## config.mk

```make
export PLATFORM = sky130hd
export DESIGN_NAME = qdf_decoder
export DESIGN_NICKNAME = d
export VERILOG_FILES = /design/src/core/qdf_pkg.sv /design/src/core/qdf_decoder.sv
export SDC_FILE = /design/constraint.sdc
export NUM_CORES = 1
export LEC_CHECK = 0
export ABC_AREA = 1
export BUFFER_PORTS_ARGS = -buffer_cell sky130_fd_sc_hd__buf_2
export CORE_MARGIN = 2
export CORE_UTILIZATION = 37
export CTS_CLUSTER_SIZE = 8
export DETAILED_ROUTE_END_ITERATION = 7
export GPL_TIMING_DRIVEN = 1
export HOLD_SLACK_MARGIN = 0.03
export PLACE_DENSITY = 0.62
export SLEW_MARGIN = 40
export SYNTH_ARGS = -nofsm -noshare
export SYNTH_HDL_FRONTEND = slang
export SYNTH_SLANG_ARGS = --single-unit
```

## constraint.sdc

```tcl
create_clock -name clk_i -period 4 [get_ports clk_i]
set_clock_uncertainty 0.15 [all_clocks]
set_input_delay 0.6 -clock clk_i [delete_from_list [all_inputs] [get_ports clk_i]]
set_output_delay 0.6 -clock clk_i [all_outputs]
set_load 0.01 [all_outputs]
```

## src/core/qdf_pkg.sv

```systemverilog
// Purpose: constants, field layout and types of the quadrature decoder
// Assumes: 16-bit register port with 4-bit word address
// Notes: reserved bits read as zero
// Operation
// [RULE_01] source-select bit picks timer direction source
// [RULE_02] filter passes level after three equal samples
// [RULE_03] filter clock is divided instruction clock
// [RULE_04] phase divider codes give 1:1 to 1:256
// [RULE_05] index divider uses same eight ratios
// [RULE_06] phase filter enable routes phases through filter
// [RULE_07] index filter enable routes index through filter
// [RULE_08] all filters disabled after reset
// [RULE_09] alternate layout: phase settings govern index filter
// [RULE_10] index match bits qualify accepted index pulses
// [RULE_11] mode msb set selects position measurement
// [RULE_12] mode middle bit selects x4 counting
// [RULE_13] mode 10x counts phase A edges only
// [RULE_14] A edge against last B edge sets direction
// [RULE_15] B edge against last A edge sets direction
// [RULE_16] same-channel repeat edge toggles direction
// [RULE_17] direction drives pin and status bit
// [RULE_18] swap clear feeds pins straight through
// [RULE_19] swap set exchanges the two phases
// [RULE_20] direction bit writable only in timer mode
// [RULE_21] error disable bit masks count-error request
// [RULE_22] filter is divider plus sample shift register
package qdf_pkg;
  localparam int ADDR_W = 4;
  localparam int DATA_W = 16;

  // register word addresses
  localparam logic [3:0] OFS_DEC_CTRL = 4'h0;
  localparam logic [3:0] OFS_FILT_CTRL = 4'h1;
  localparam logic [3:0] OFS_POS_COUNT = 4'h2;

  // decoder control fields
  localparam int DEC_ERR_BIT = 15;
  localparam int DEC_INDEX_BIT = 12;
  localparam int DEC_DIR_BIT = 11;
  localparam int DEC_MODE_LSB = 8;
  localparam int DEC_SWAP_BIT = 7;
  localparam int DEC_PINEN_BIT = 6;
  localparam int DEC_SRC_BIT = 0;
  localparam logic [15:0] DEC_WR_MASK = 16'h07c1;
  localparam logic [15:0] DEC_CTRL_RST = 16'h0000;

  // filter control fields
  localparam int FLT_IMV_LSB = 9;
  localparam int FLT_COUNT_ERROR_IRQ_DISABLE_BIT = 8;
  localparam int FLT_PHEN_BIT = 7;
  localparam int FLT_PHDIV_LSB = 4;
  localparam int FLT_IDEN_BIT = 3;
  localparam int FLT_IDDIV_LSB = 0;
  localparam logic [15:0] FLT_MASK_STD = 16'h01ff;
  localparam logic [15:0] FLT_MASK_ALT = 16'h07f0;
  localparam logic [15:0] FLT_CTRL_RST = 16'h0000;
  localparam logic [15:0] POS_COUNT_RST = 16'h0000;

  localparam logic [2:0] MODE_TIMER_SW = 3'h1;

  typedef struct packed {
    logic index;
    logic phase_b;
    logic phase_a;
  } qdf_pins_t;

  typedef enum logic {
    LAST_A = 1'b0,
    LAST_B = 1'b1
  } qdf_last_t;

  // divider terminal count (ratio minus one) per code
  function automatic logic [7:0] div_terminal(input logic [2:0] code);
    logic [7:0] t;
    t = 8'h00;
    unique case (code)
      3'h0: t = 8'h00;
      3'h1: t = 8'h01;
      3'h2: t = 8'h03;
      3'h3: t = 8'h0f;
      3'h4: t = 8'h1f;
      3'h5: t = 8'h3f;
      3'h6: t = 8'h7f;
      3'h7: t = 8'hff;
    endcase
    return t;
  endfunction : div_terminal
endpackage : qdf_pkg

```

## src/core/qdf_decoder.sv

```systemverilog
// Purpose: quadrature decoder front end with input noise filters
// Assumes: clk_i is the instruction clock; pins are asynchronous
// Notes: ALT_LAYOUT selects the filter register layout with match bits
`timescale 1ns/100ps
module qdf_decoder #(
  parameter bit ALT_LAYOUT = 1'b0
) (
  input wire logic clk_i,
  input wire logic sys_rst_i,
  input wire qdf_pkg::qdf_pins_t pins_i,
  input wire logic pin_direction_ctrl_i,
  input wire logic [qdf_pkg::ADDR_W-1:0] addr_i,
  input wire logic [qdf_pkg::DATA_W-1:0] wdata_i,
  input wire logic wr_i,
  input wire logic rd_i,
  output logic [qdf_pkg::DATA_W-1:0] rdata_o,
  output logic count_up_o,
  output logic count_dn_o,
  output logic direction_o,
  output logic dir_pin_o,
  output logic dir_pin_oe_n_o,
  output logic index_accept_o,
  output logic count_error_irq_o
);
  import qdf_pkg::*;

  qdf_pins_t sync1_reg, sync2_reg;
  logic [15:0] dec_ctrl_reg, filt_ctrl_reg, pos_count_reg;
  logic [15:0] rdata_reg;
  logic [7:0] ph_cnt_reg, id_cnt_reg;
  logic [2:0] samp_reg [3];
  logic [2:0] filt_reg;
  logic [2:0] chan;
  logic prev_a_reg, prev_b_reg, primed_reg;
  qdf_last_t last_ch_reg;
  logic last_rise_reg;
  logic dir_flag_reg, dir_flag_next;
  logic err_reg;
  logic up_reg, dn_reg;
  logic ph_tick, id_tick;
  logic [7:0] ph_term, id_term;
  logic [2:0] mode;
  logic pos_mode, x4_mode;
  logic ph_en, id_en;
  logic [2:0] ph_div, id_div;
  logic [1:0] imv;
  logic dec_a, dec_b;
  logic a_edge, b_edge;
  logic up_next, dn_next, err_set, dir_upd;
  logic dir_eff, idx_match;

  // input synchroniser
  always_ff @(posedge clk_i or posedge sys_rst_i) begin
    if (sys_rst_i) begin
      sync1_reg <= '0;
      sync2_reg <= '0;
    end else begin
      sync1_reg <= pins_i;
      sync2_reg <= sync1_reg;
    end
  end

  assign mode = dec_ctrl_reg[DEC_MODE_LSB +: 3];
  // [RULE_11] position modes
  assign pos_mode = mode[2];
  // [RULE_12] x4 select
  assign x4_mode = mode[1];
  assign ph_en = filt_ctrl_reg[FLT_PHEN_BIT];
  assign ph_div = filt_ctrl_reg[FLT_PHDIV_LSB +: 3];
  assign imv = filt_ctrl_reg[FLT_IMV_LSB +: 2];
  // [RULE_09] shared index settings
  assign id_en = ALT_LAYOUT ? ph_en : filt_ctrl_reg[FLT_IDEN_BIT];
  assign id_div = ALT_LAYOUT ? ph_div : filt_ctrl_reg[FLT_IDDIV_LSB +: 3];

  // [RULE_04] phase divide ratio
  assign ph_term = div_terminal(ph_div);
  // [RULE_05] index divide ratio
  assign id_term = div_terminal(id_div);
  assign ph_tick = (ph_cnt_reg >= ph_term);
  assign id_tick = (id_cnt_reg >= id_term);

  // [RULE_03] filter clock dividers
  always_ff @(posedge clk_i or posedge sys_rst_i) begin
    if (sys_rst_i) begin
      ph_cnt_reg <= 8'h00;
      id_cnt_reg <= 8'h00;
    end else begin
      ph_cnt_reg <= ph_tick ? 8'h00 : ph_cnt_reg + 8'h01;
      id_cnt_reg <= id_tick ? 8'h00 : id_cnt_reg + 8'h01;
    end
  end

  // [RULE_22] sample shift register per channel
  always_ff @(posedge clk_i or posedge sys_rst_i) begin
    if (sys_rst_i) begin
      for (int i = 0; i < 3; i++) begin
        samp_reg[i] <= 3'h0;
      end
      filt_reg <= 3'h0;
    end else begin
      for (int i = 0; i < 3; i++) begin
        if ((i == 2) ? id_tick : ph_tick) begin
          samp_reg[i] <= {samp_reg[i][1:0], sync2_reg[i]};
          // [RULE_02] three equal samples
          if (samp_reg[i][1:0] == {2{sync2_reg[i]}}) begin
            filt_reg[i] <= sync2_reg[i];
          end
        end
      end
    end
  end

  // [RULE_06] phase filter bypass
  assign chan[0] = ph_en ? filt_reg[0] : sync2_reg.phase_a;
  assign chan[1] = ph_en ? filt_reg[1] : sync2_reg.phase_b;
  // [RULE_07] index filter bypass
  assign chan[2] = id_en ? filt_reg[2] : sync2_reg.index;

  // [RULE_18] straight feed when clear
  // [RULE_19] exchange when swap set
  assign dec_a = dec_ctrl_reg[DEC_SWAP_BIT] ? chan[1] : chan[0];
  assign dec_b = dec_ctrl_reg[DEC_SWAP_BIT] ? chan[0] : chan[1];
  assign a_edge = primed_reg & (dec_a ^ prev_a_reg);
  assign b_edge = primed_reg & (dec_b ^ prev_b_reg);

  // lead/lag test
  always_comb begin
    up_next = 1'b0;
    dn_next = 1'b0;
    err_set = 1'b0;
    dir_upd = 1'b0;
    dir_flag_next = dir_flag_reg;
    if (pos_mode) begin
      if (a_edge && b_edge) begin
        // both phases moved at once: step lost
        err_set = 1'b1;
      end else if (a_edge || b_edge) begin
        dir_upd = 1'b1;
        if (a_edge && last_ch_reg == LAST_B) begin
          // [RULE_14] A against prior B
          dir_flag_next = dec_a ^ last_rise_reg;
        end else if (b_edge && last_ch_reg == LAST_A) begin
          // [RULE_15] B against prior A
          dir_flag_next = ~(dec_b ^ last_rise_reg);
        end else begin
          // [RULE_16] same-channel reversal
          dir_flag_next = ~dir_flag_reg;
        end
        // [RULE_13] x2 ignores B edges for counting
        if (a_edge || x4_mode) begin
          up_next = dir_flag_next;
          dn_next = ~dir_flag_next;
        end
      end
    end
  end

  // edge history
  always_ff @(posedge clk_i or posedge sys_rst_i) begin
    if (sys_rst_i) begin
      prev_a_reg <= 1'b0;
      prev_b_reg <= 1'b0;
      primed_reg <= 1'b0;
      last_ch_reg <= LAST_A;
      last_rise_reg <= 1'b0;
    end else begin
      prev_a_reg <= dec_a;
      prev_b_reg <= dec_b;
      primed_reg <= 1'b1;
      if (dir_upd) begin
        last_ch_reg <= a_edge ? LAST_A : LAST_B;
        last_rise_reg <= a_edge ? dec_a : dec_b;
      end
    end
  end

  // direction flag
  always_ff @(posedge clk_i or posedge sys_rst_i) begin
    if (sys_rst_i) begin
      dir_flag_reg <= 1'b0;
    end else if (dir_upd) begin
      dir_flag_reg <= dir_flag_next;
    end else if (wr_i && addr_i == OFS_DEC_CTRL && mode == MODE_TIMER_SW) begin
      // [RULE_20] software direction in timer mode
      dir_flag_reg <= wdata_i[DEC_DIR_BIT];
    end
  end

  // [RULE_01] timer direction source
  assign dir_eff = (!pos_mode && dec_ctrl_reg[DEC_SRC_BIT]) ?
                   sync2_reg.phase_b : dir_flag_reg;

  // count pulses and position count
  always_ff @(posedge clk_i or posedge sys_rst_i) begin
    if (sys_rst_i) begin
      up_reg <= 1'b0;
      dn_reg <= 1'b0;
      pos_count_reg <= POS_COUNT_RST;
    end else begin
      up_reg <= up_next;
      dn_reg <= dn_next;
      if (wr_i && addr_i == OFS_POS_COUNT) begin
        pos_count_reg <= wdata_i;
      end else if (up_next) begin
        pos_count_reg <= pos_count_reg + 16'h0001;
      end else if (dn_next) begin
        pos_count_reg <= pos_count_reg - 16'h0001;
      end
    end
  end

  // count error flag: a new error wins over a software clear
  always_ff @(posedge clk_i or posedge sys_rst_i) begin
    if (sys_rst_i) begin
      err_reg <= 1'b0;
    end else if (err_set) begin
      err_reg <= 1'b1;
    end else if (wr_i && addr_i == OFS_DEC_CTRL) begin
      err_reg <= err_reg & wdata_i[DEC_ERR_BIT];
    end
  end

  // control registers
  always_ff @(posedge clk_i or posedge sys_rst_i) begin
    if (sys_rst_i) begin
      dec_ctrl_reg <= DEC_CTRL_RST;
      // [RULE_08] filters off at reset
      filt_ctrl_reg <= FLT_CTRL_RST;
    end else if (wr_i) begin
      if (addr_i == OFS_DEC_CTRL) begin
        dec_ctrl_reg <= wdata_i & DEC_WR_MASK;
      end
      if (addr_i == OFS_FILT_CTRL) begin
        filt_ctrl_reg <= wdata_i & (ALT_LAYOUT ? FLT_MASK_ALT : FLT_MASK_STD);
      end
    end
  end

  // read port, data one cycle after the strobe
  always_ff @(posedge clk_i or posedge sys_rst_i) begin
    if (sys_rst_i) begin
      rdata_reg <= 16'h0000;
    end else if (rd_i) begin
      unique case (addr_i)
        OFS_DEC_CTRL: begin
          // [RULE_17] direction status mirror
          rdata_reg <= {err_reg, 2'h0, chan[2], dir_eff,
                        dec_ctrl_reg[10:0]};
        end
        OFS_FILT_CTRL: rdata_reg <= filt_ctrl_reg;
        OFS_POS_COUNT: rdata_reg <= pos_count_reg;
        default: rdata_reg <= 16'h0000;
      endcase
    end else begin
      rdata_reg <= 16'h0000;
    end
  end

  // [RULE_10] index qualification by phase state
  always_comb begin
    idx_match = 1'b1;
    if (ALT_LAYOUT) begin
      if (x4_mode) begin
        idx_match = (dec_b == imv[1]) && (dec_a == imv[0]);
      end else begin
        idx_match = ((imv[1] ? dec_b : dec_a) == imv[0]);
      end
    end
  end

  assign rdata_o = rdata_reg;
  assign count_up_o = up_reg;
  assign count_dn_o = dn_reg;
  assign direction_o = dir_eff;
  assign index_accept_o = pos_mode & chan[2] & idx_match;
  // [RULE_17] direction pin drive
  assign dir_pin_o = dir_eff;
  assign dir_pin_oe_n_o = ~(dec_ctrl_reg[DEC_PINEN_BIT] & ~pin_direction_ctrl_i);
  // [RULE_21] error request mask
  assign count_error_irq_o = err_reg & ~filt_ctrl_reg[FLT_COUNT_ERROR_IRQ_DISABLE_BIT];
endmodule : qdf_decoder

```

# --- After elaboration in Yosys (flattened, before gate mapping) ---
# Memory sizes are Yosys's and may differ from the RTL's.
# Cells that the tools add are included.
word_totals:
  regBits: 87
  rom_bits: 128
  inputBits: 28
  output_inout_bits: 23
  wordCells: 121
  mem_count: 2
mem_list:
  columns: ["name", "depth", "width", "rd", "rd_clocked_by_memory_dff", "write_ports", "line_no", "source"]
  rows:
  - ["(no name shown)", 8, 8, 1, 0, 0, "qdf_pkg.sv:76", "unique case (code)"]
  - ["(no name shown)", 8, 8, 1, 0, 0, "qdf_pkg.sv:76", null]
classes:
  addsub: 4
  n_lt_le_gt_ge: 2
  n_eq_ne: 9
  mux: 40
  bitwise: 17
  reduce_logical: 20
op_table:
  columns: ["op", "n"]
  rows:
  - ["$mux W16", 4]
  - ["$pmux W16 S3", 1]
  - ["$mux W1", 33]
  - ["$add A16 B1 Y16 const B", 1]
  - ["$add A8 B1 Y8 const B", 2]
  - ["$ge A8 B8 Y1", 2]
  - ["$mux W8", 2]
  - ["$sub A16 B1 Y16 const B", 1]
  - ["$reduce_and A2 Y1", 5]
  - ["$logic_and A1 B1 Y1", 7]
  - ["$not A1 Y1", 7]
  - ["$and A1 B1 Y1", 6]
  - ["$eq A2 B2 Y1", 3]
  - ["$eq A4 B1 Y1 const B", 1]
  - ["$eq A4 B2 Y1 const B", 1]
  - ["$logic_not A4 Y1", 1]
  - ["$ne A2 B2 Y1 const B", 2]
  - ["$reduce_and A4 Y1", 1]
  - ["$reduce_bool A2 Y1", 2]
  - ["$xor A1 B1 Y1", 4]
  - ["$eq A3 B1 Y1 const B", 1]
  - ["$reduce_bool A3 Y1", 1]
  - ["$logic_or A1 B1 Y1", 2]
  - ["$ne A2 B1 Y1 const B", 1]
  - ["$logic_not A1 Y1", 1]

# --- Longest topological paths before layout ---
# Gate-level depths: netlist (run 1).
logic_depth:
  word_depth: 18
  ltp_mapped: 25
  mapped_depth_nobuf: 25

# --- Least setup slack after synthesis (run 1) ---
# No wires, ideal clock.
synth_timing:
  path_kind: "register to register"
  startpoint: "register filt_ctrl_reg[7]"
  endpoint: "register pos_count_reg[13]"
  setup_ps: 124
  arrival_time_ps: 3161
  required_ps: 3726
  setup_slack_ps: 564
  stages_incl_launch_ff: 23
  path_buffers: 0
  synth_period_minus_slack_ps: 3436
  cell_sequence: "dfrtp_1 -> inv_2 -> nand2_2 -> nand3_1 -> nand2_1 -> nand2_1 -> inv_2 -> nor2_4 -> inv_1 -> ha_1 -> nor2_2 -> nand3_2 -> ha_1 -> a21oi_1 -> nand2_1 -> a31oi_1 -> o21ai_1 -> a21boi_0 -> o21ai_1 -> nand2_1 -> nand3_1 -> nand3_1 -> nand3_1"
synth_via:
  elab_chain_cells: 16
  elab_cells_between_ends: 33
  classes_between: "mux: 19; bitwise: 8; reduce/logical: 6"
synth_rtl:
  columns: ["element", "line_no", "source"]
  rows:
  - ["start: declaration", "qdf_decoder.sv:28", "logic [15:0] dec_ctrl_reg, filt_ctrl_reg, pos_count_reg;"]
  - ["start signal: assignment", "qdf_decoder.sv:234", "filt_ctrl_reg <= wdata_i & (ALT_LAYOUT ? FLT_MASK_ALT : FLT_MASK_STD);"]
  - ["$mux W1, on equally long branches", "qdf_decoder.sv:115, qdf_decoder.sv:114", null]
  - ["$mux W1", "qdf_decoder.sv:122", "assign dec_b = dec_ctrl_reg[DEC_SWAP_BIT] ? chan[0] : chan[1];"]
  - ["$xor A1 B1 Y1", "qdf_decoder.sv:124", "assign b_edge = primed_reg & (dec_b ^ prev_b_reg);"]
  - ["$and A1 B1 Y1", "qdf_decoder.sv:124", null]
  - ["$logic_and A1 B1 Y1", "qdf_decoder.sv:142", "end else if (b_edge && last_ch_reg == LAST_A) begin"]
  - ["$mux W1", "qdf_decoder.sv:142", null]
  - ["$mux W1", "qdf_decoder.sv:139", "if (a_edge && last_ch_reg == LAST_B) begin"]
  - ["$mux W1", "qdf_decoder.sv:137", "end else if (a_edge || b_edge) begin"]
  - ["$mux W1", "qdf_decoder.sv:134", "if (a_edge && b_edge) begin"]
  - ["$mux W1", "qdf_decoder.sv:133", "if (pos_mode) begin"]
  - ["$mux W1 or $not A1 Y1 (tied branches)", "qdf_decoder.sv:150, qdf_decoder.sv:152", null]
  - ["$mux W1, on equally long branches", "qdf_decoder.sv:137, qdf_decoder.sv:150", null]
  - ["$mux W1, on equally long branches", "qdf_decoder.sv:134, qdf_decoder.sv:137", null]
  - ["$mux W1, on equally long branches", "qdf_decoder.sv:133, qdf_decoder.sv:134", null]
  - ["$mux W16 or $mux W1 (tied branches)", "qdf_decoder.sv:204, qdf_decoder.sv:133", null]
  - ["$mux W16 or $reduce_bool A3 Y1 (tied branches)", null, null]
  - ["end signal: assignment", "qdf_decoder.sv:203", "pos_count_reg <= wdata_i;"]
  - ["end signal: assignment", "qdf_decoder.sv:205", "pos_count_reg <= pos_count_reg + 16'h0001;"]
  - ["end signal: assignment", "qdf_decoder.sv:207", "pos_count_reg <= pos_count_reg - 16'h0001;"]
  - ["end: declaration", "qdf_decoder.sv:28", null]
# Several ways; a longest one is shown, not always the timed one. The select of a mux whose other input is x is not followed.
# A chain may end at the register's enable or synchronous reset.

# --- Worst setup path in the final report (run 1) ---
layout_timing:
  startpoint: "register filt_ctrl_reg[7]"
  endpoint: "register pos_count_reg[12]"
# Same word-level chain as after synthesis.

==> flow_metrics.env, run 1 <==
export IMPL_status="complete, no violations"
export IMPL_cp_num_buf_inv=3
export IMPL_insertion_delay_ns=0.35
export IMPL_slowest_delay_ns=0.42
export IMPL_synth_edf_count=0
export IMPL_synth_ff_type="dfrtp_1"
export IMPL_grt_pass1_vias=4104
export IMPL_clk_pin_slew_worst_paths_ns=0.06
export IMPL_hold_buffers=0
export IMPL_post_synth_num_cell_types=42
export IMPL_power_mw=4.05
export IMPL_p_leak_nw=2.91
export IMPL_grt_usage=0.178
export IMPL_drive_above_1_share=0.151
export IMPL_antenna_found_initial=0
export IMPL_multi_input_area_um2=2360
export IMPL_io_pins=51
export IMPL_io_buffers=50
export IMPL_grt_pass1_wl_um=20000
export IMPL_synthTopCellsByArea="dfrtp_1 (45%), nand2_1 (11%), ha_1 (9.2%), inv_1 (5.8%), a21oi_1 (4.1%)"
export IMPL_min_period_ns=3.65
export IMPL_syn_inst=587
export IMPL_setup_viol=0
export IMPL_synth_seq_cells=87
export IMPL_hp_class="in2async"
export IMPL_cp_required_ns=4.07
export IMPL_cpLargestDelayFamily="compound AO/OA/AOI/OAI gates"
export IMPL_start_kind="register"
export IMPL_core_area_um2=12800
export IMPL_chipWidth_um=119
export IMPL_cp_end_kind="register"
export IMPL_h_tree_depth=3
export IMPL_nets=709
export IMPL_ys_warn_count=0
export IMPL_yosysSeqAreaShare=0.446
export IMPL_hold_viol=0
export IMPL_avgSynthCellArea_um2=8.32
export IMPL_arrival_ns=3.72
export IMPL_routed_via_density=5.07
export IMPL_synth_nets=652
export IMPL_maxCapViolCount=0
export IMPL_final_setup_tns_ns=0
export IMPL_timing_final_crit_share=0.912
export IMPL_slew_headroom=0.546
export IMPL_synthArstFlopShare=1.00
export IMPL_yosysTopAreaCellShare=0.446
export IMPL_cpMaxStageDelayCell="dfrtp_1"
export IMPL_cts_resized=0
export IMPL_drt_total_wl_um=11800
export IMPL_final_common_cell="nand2_1"
export IMPL_wl_per_cell_um=14.4
export IMPL_dieArea_um2=14100
export IMPL_ir_drop_mv=0.324
export IMPL_worstMarginPinSlew_ns=0.680
export IMPL_die_h_um=119
export IMPL_grt_max_degree=39
export IMPL_report_final_slew_viol_count=0
export IMPL_cts_buffers=9
export IMPL_clockBufferDepth=2
export IMPL_cp_max_fo=7
export IMPL_ant_nets=0
export IMPL_drc=0
export IMPL_power_density_nw_per_um2=719
export IMPL_max_freq_mhz=274
export IMPL_postCtsSetupRepairBufs=0
export IMPL_fill_cells=1250
export IMPL_gp_congestion=0.906
export IMPL_path_class="reg2reg"
export IMPL_final_cell_mix="nand2_1 (138), dfrtp_1 (87), inv_1 (75), buf_2 (50), nor2_1 (41)"
export IMPL_grt_overflow=0
export IMPL_first_pass_iters=5
export IMPL_synth_area_leader_cell="dfrtp_1"
export IMPL_clock_sinks=87
export IMPL_antenna_cells=0
export IMPL_area_growth_pct=15.4
export IMPL_drt_iter0_drc=245
export IMPL_cp_cell_sequence="inv_2 > nand2_2 > nand3_1 > nand2_1 > nand2_1 > inv_2 > nor2_4 > inv_1 > ha_1 > nor2_2 > nand3_2 > ha_1 > a21oi_1 > o21ai_1 > a21oi_1 > o21ai_1 > a31oi_1 > o21ai_0 > o21ai_0 > nand3_1"
export IMPL_synth_area_um2=4880
export IMPL_initial_utilization=0.382
export IMPL_rsz0062_at_grt="no"
export IMPL_rows=41
export IMPL_dp_final_hpwl_um=8940
export IMPL_num_vias=4161
export IMPL_cts_tree="built"
export IMPL_cts_root_buf="clkbuf_16"
export IMPL_seqCellArea_um2=2180
-- worst reg2reg max path, delay by kind of cell (launching register included) --
kind	cells	cell delay [ns]
flip-flops	1	0.42
adder cells (fa/ha/maj)	2	0.61
AND/OR/NAND/NOR	8	0.83
AO/OA/AOI/OAI	7	1.29
buffers and inverters	3	0.21
-- area by class of cell --
class,count,share of cell area
clock buffer,9,0.0400
clock inverter,6,0.0109
inverter,80,0.0535
multi-input combinational,410,0.419
sequential,87,0.386
tap,172,0.0382
timing repair buffer,56,0.0524
-- final timing paths --
kind,from,depth (start not counted),slack [ns],to
setup / recovery,filt_ctrl_reg[7]$_DFFE_PP0P_,20,0.35,pos_count_reg[12]$_DFFE_PP0P_
hold / removal,sys_rst_i,2,0.17,rdata_o[4]$_DFF_PP0_
setup reg to reg,filt_ctrl_reg[7]$_DFFE_PP0P_,20,0.35,pos_count_reg[12]$_DFFE_PP0P_
hold reg to reg,sync1_reg[0]$_DFF_PP0_,0,0.20,sync2_reg[0]$_DFF_PP0_
max in group asynchronous,sys_rst_i,3,2.73,pos_count_reg[12]$_DFFE_PP0P_
min in group clk_i,sync1_reg[0]$_DFF_PP0_,0,0.20,sync2_reg[0]$_DFF_PP0_
-- where the power goes --
group	leakage [nW]	switching (mW)	internal [mW]	total (mW)
registers	1.10	0.228	1.14	1.36
logic	1.67	1.13	0.731	1.86
clock network	0.141	0.348	0.479	0.827
-- synthesized netlist by cell type, types with 2 or more instances --
library cell	count
nand2_1	138
clkbuf_1	7
a31oi_1	5
o21a_1	5
nor3_2	2
nand3_2	5
o211ai_1	8
a21oi_1	40
and3_1	2
dfrtp_1	87
o31ai_1	4
o21ai_0	29
nand3b_1	3
nand4_1	5
nor2_2	4
o21ai_1	8
inv_1	76
inv_2	4
nand2_2	5
nor3_1	7
ha_1	36
mux2_2	3
nor2_1	41
xnor2_1	4
o221ai_1	6
nand3_1	29
xor2_1	9
-- routing by layer --
| layer | up-vias | wire [um] | global-route usage |
|---|---|---|---|
| met5 | - | 0 | 0 |
| met4 | 0 | 359 | 0.0766 |
| met3 | 26 | 650 | 0.0402 |
| met2 | 133 | 5440 | 0.281 |
| met1 | 1953 | 5320 | 0.235 |
| li1 | 2049 | - | - |
-- through the flow --
| step | cell area, um^2 | hold slack [ns] | setup slack, ns | util | cells |
|---|---|---|---|---|---|
| floorplan | 4880 | 0.181 | 0.564 | - | 587 |
| global placement | 5350 | 0.187 | 0.511 | 0.418 | 805 |
| detailed placement | 5350 | 0.185 | 0.331 | 0.418 | 805 |
| CTS | 5630 | 0.195 | 0.336 | 0.441 | 820 |
| global route | 5640 | 0.192 | 0.0314 | 0.441 | 820 |
| finish | 5640 | 0.175 | 0.351 | 0.441 | 820 |
-- cell families after synthesis --
family | share of synthesized area
DFF | 0.446
muxes | 0.00897
xor gates and xnor gates | 0.0233
AOI/OAI and AO/OA | 0.133
adders and majority gates | 0.0963
other | 0.000768
and+or+nand+nor | 0.220
buffers and inverters | 0.0717
(Power assumes the default switching activity.)
==> run 2: changes to the inputs <==
- ABC_CLOCK_PERIOD_IN_PS: not set -> 4290
- CTS_CLUSTER_DIAMETER: not set -> 200
- clock period: 4 -> 4.29 ns (I/O delays scaled with it)
==> run 2 against run 1 <==
  * Combinational power decreased by 8%
  * Power fell by 7.4%
  * Global-route usage increased by 0.30 points
  * First-iteration DRC count increased by 8.2%
  * Sequential power fell by 7%
  * Register-to-register slack improved by 0.19 ns
  * Cell area decreased by 0.24%
  * Non-clock buffer count fell by 1
  * Flip-flop and latch count stayed put
  * Worst hold slack better by 0.015 ns
  * Critical endpoint unchanged
==> flow_metrics.env, run 2 (synthesis gave the netlist of run 1 again) <==
export IMPL_status="complete, no violations"
export IMPL_combPwrFrac=0.459
export IMPL_whs_ns=0.190
export IMPL_final_cell_mix="nand2_1 (138), dfrtp_1 (87), inv_1 (75), buf_2 (50), nor2_1 (41)"
export IMPL_clockBufferDepth=2
export IMPL_switchingPower_mw=1.60
export IMPL_p_seq_frac=0.339
export IMPL_worstReg2RegStart="filt_ctrl_reg[7]$_DFFE_PP0P_"
export IMPL_clk_pin_slew_worst_paths_ns=0.07
export IMPL_cp_end_kind="register"
export IMPL_hold_buffers=0
export IMPL_pwr_share_clk=0.201
export IMPL_core_area_um2=12800
export IMPL_grt_overflow=0
export IMPL_reg2reg_slack_ns=0.54
export IMPL_p_leak_nw=2.90
export IMPL_dieArea_um2=14100
export IMPL_clock_sinks=87
export IMPL_cp_max_fo=15
export IMPL_route_met3_wl_um=568
export IMPL_drt_iter0_drc=265
export IMPL_cts_tree="built"
export IMPL_cts_buffers=9
export IMPL_grt_usage=0.181
export IMPL_design_area_um2=5620
export IMPL_postCtsSetupRepairBufs=0
export IMPL_wl_met1_um=5470
export IMPL_drive_above_1_share=0.150
export IMPL_grt_max_degree=43
export IMPL_io_buffers=50
export IMPL_wl_per_cell_um=14.5
export IMPL_num_vias=4128
export IMPL_maxCapViolCount=0
export IMPL_power_mw=3.75
export IMPL_die_h_um=119
export IMPL_ant_nets=0
export IMPL_p_sw_frac=0.426
export IMPL_rsz0062_at_grt="no"
export IMPL_nets=708
export IMPL_setup_viol=0
export IMPL_cts_resized=0
export IMPL_wl_met2_um=5660
export IMPL_drc=0
export IMPL_initial_utilization=0.382
export IMPL_cp_required_ns=4.37
export IMPL_routed_via_density=5.03
export IMPL_highest_layer="met4"
export IMPL_fill_cells=1254
export IMPL_path_class="reg2reg"
export IMPL_cts_root_buf="clkbuf_16"
export IMPL_drt_total_wl_um=11900
export IMPL_first_pass_iters=5
export IMPL_reg2regPathDepth=21
export IMPL_max_freq_mhz=267
export IMPL_final_setup_tns_ns=0
export IMPL_io_pins=51
export IMPL_grt_pass1_vias=4068
export IMPL_min_period_ns=3.75
export IMPL_slew_headroom=0.503
export IMPL_power_density_nw_per_um2=667
export IMPL_dp_final_hpwl_um=9010
export IMPL_area_growth_pct=15.1
export IMPL_antenna_found_initial=0
export IMPL_antenna_cells=0
export IMPL_ir_drop_mv=0.227
export IMPL_worstMarginPinSlew_ns=0.742
export IMPL_gp_congestion=0.935
export IMPL_final_common_cell="nand2_1"
export IMPL_arrival_ns=3.83
export IMPL_place_area_um2=5340
export IMPL_report_final_slew_viol_count=0
export IMPL_rows=41
export IMPL_hold_viol=0
export IMPL_insertion_delay_ns=0.35
export IMPL_p_int_mw=2.15
export IMPL_chipWidth_um=119
export IMPL_r2r_end="pos_count_reg[12]$_DFFE_PP0P_"
export IMPL_grt_pass1_wl_um=20200
export IMPL_timing_final_crit_share=0.874
export IMPL_start_kind="register"
export IMPL_hp_class="in2async"
export IMPL_h_tree_depth=3
==> run 2: cell types whose count changed in the layout (fill, tap and decap cells not counted), sizes merged <==
cell	delta
bufinv	-1
inv	+2
buf	-1
clkinv	-1
clkbuf	+1
==> run 2: worst max-delay path: stages (launching register included) <==
cell     delay (ns)
dfrtp_1        0.42
inv_2          0.12
nand2_2        0.07
nand3_1        0.11
nand2_1        0.08
nand2_1        0.09
inv_2          0.05
nor2_4         0.12
ha_1           0.22
inv_1          0.10
nand3_2        0.14
buf_4          0.23
inv_1          0.10
fa_1           0.41
o21ai_1        0.21
a21oi_1        0.15
o21ai_1        0.21
a31oi_1        0.16
o21ai_0        0.22
a21oi_1        0.08
o21ai_0        0.08
nand3_1        0.08
==> run 2: area by class of cell <==
| type | instances | area [um^2] | area share |
|---|---|---|---|
| Clock buffer | 10 | 239 | 0.0425 |
| Clock inverter | 6 | 43.8 | 0.00779 |
| Inverter | 80 | 303 | 0.0539 |
| Multi-Input combinational cell | 410 | 2360 | 0.419 |
| Sequential cell | 87 | 2180 | 0.387 |
| Tap cell | 172 | 215 | 0.0383 |
| Timing Repair Buffer | 55 | 288 | 0.0512 |
==> run 2: worst max path at each step <==
stage | startpoint | endpoint | slack, ns | depth (start not counted)
after floorplan | filt_ctrl_reg[7]$_DFFE_PP0P_ | pos_count_reg[13]$_DFFE_PP0P_ | 0.85 | 22
after global routing | filt_ctrl_reg[7]$_DFFE_PP0P_ | pos_count_reg[13]$_DFFE_PP0P_ | 0.18 | 22
after CTS | filt_ctrl_reg[7]$_DFFE_PP0P_ | pos_count_reg[12]$_DFFE_PP0P_ | 0.56 | 21
final | filt_ctrl_reg[7]$_DFFE_PP0P_ | pos_count_reg[12]$_DFFE_PP0P_ | 0.54 | 21
after global placement | filt_ctrl_reg[7]$_DFFE_PP0P_ | pos_count_reg[12]$_DFFE_PP0P_ | 0.73 | 21
after detailed placement | filt_ctrl_reg[7]$_DFFE_PP0P_ | pos_count_reg[12]$_DFFE_PP0P_ | 0.60 | 21
==> run 2: through the flow <==
| step | std cells | setup WS [ns] | utilization |
|---|---|---|---|
| after global routing | 820 | 0.182 | 0.440 |
| after detailed placement | 804 | 0.595 | 0.418 |
| after CTS | 820 | 0.562 | 0.440 |
| after global placement | 804 | 0.734 | 0.418 |
| after floorplan | 587 | 0.854 | - |
| final | 820 | 0.539 | 0.440 |
==> run 2: power by group through the flow <==
stage                     Clock, mW  Combinational [mW]  Sequential, mW
after floorplan                   0                1.37            1.22
final                         0.756                1.72            1.27
after global routing          0.803                2.00            1.31
after detailed placement          0                1.71            1.28
after global placement            0                1.67            1.28
after CTS                     0.769                1.73            1.27
==> run 2: layer usage <==
layer	up-vias	track usage
li1	2049	-
met1	1968	0.239
met2	99	0.298
met3	12	0.0330
met4	0	0.0640
met5	-	0
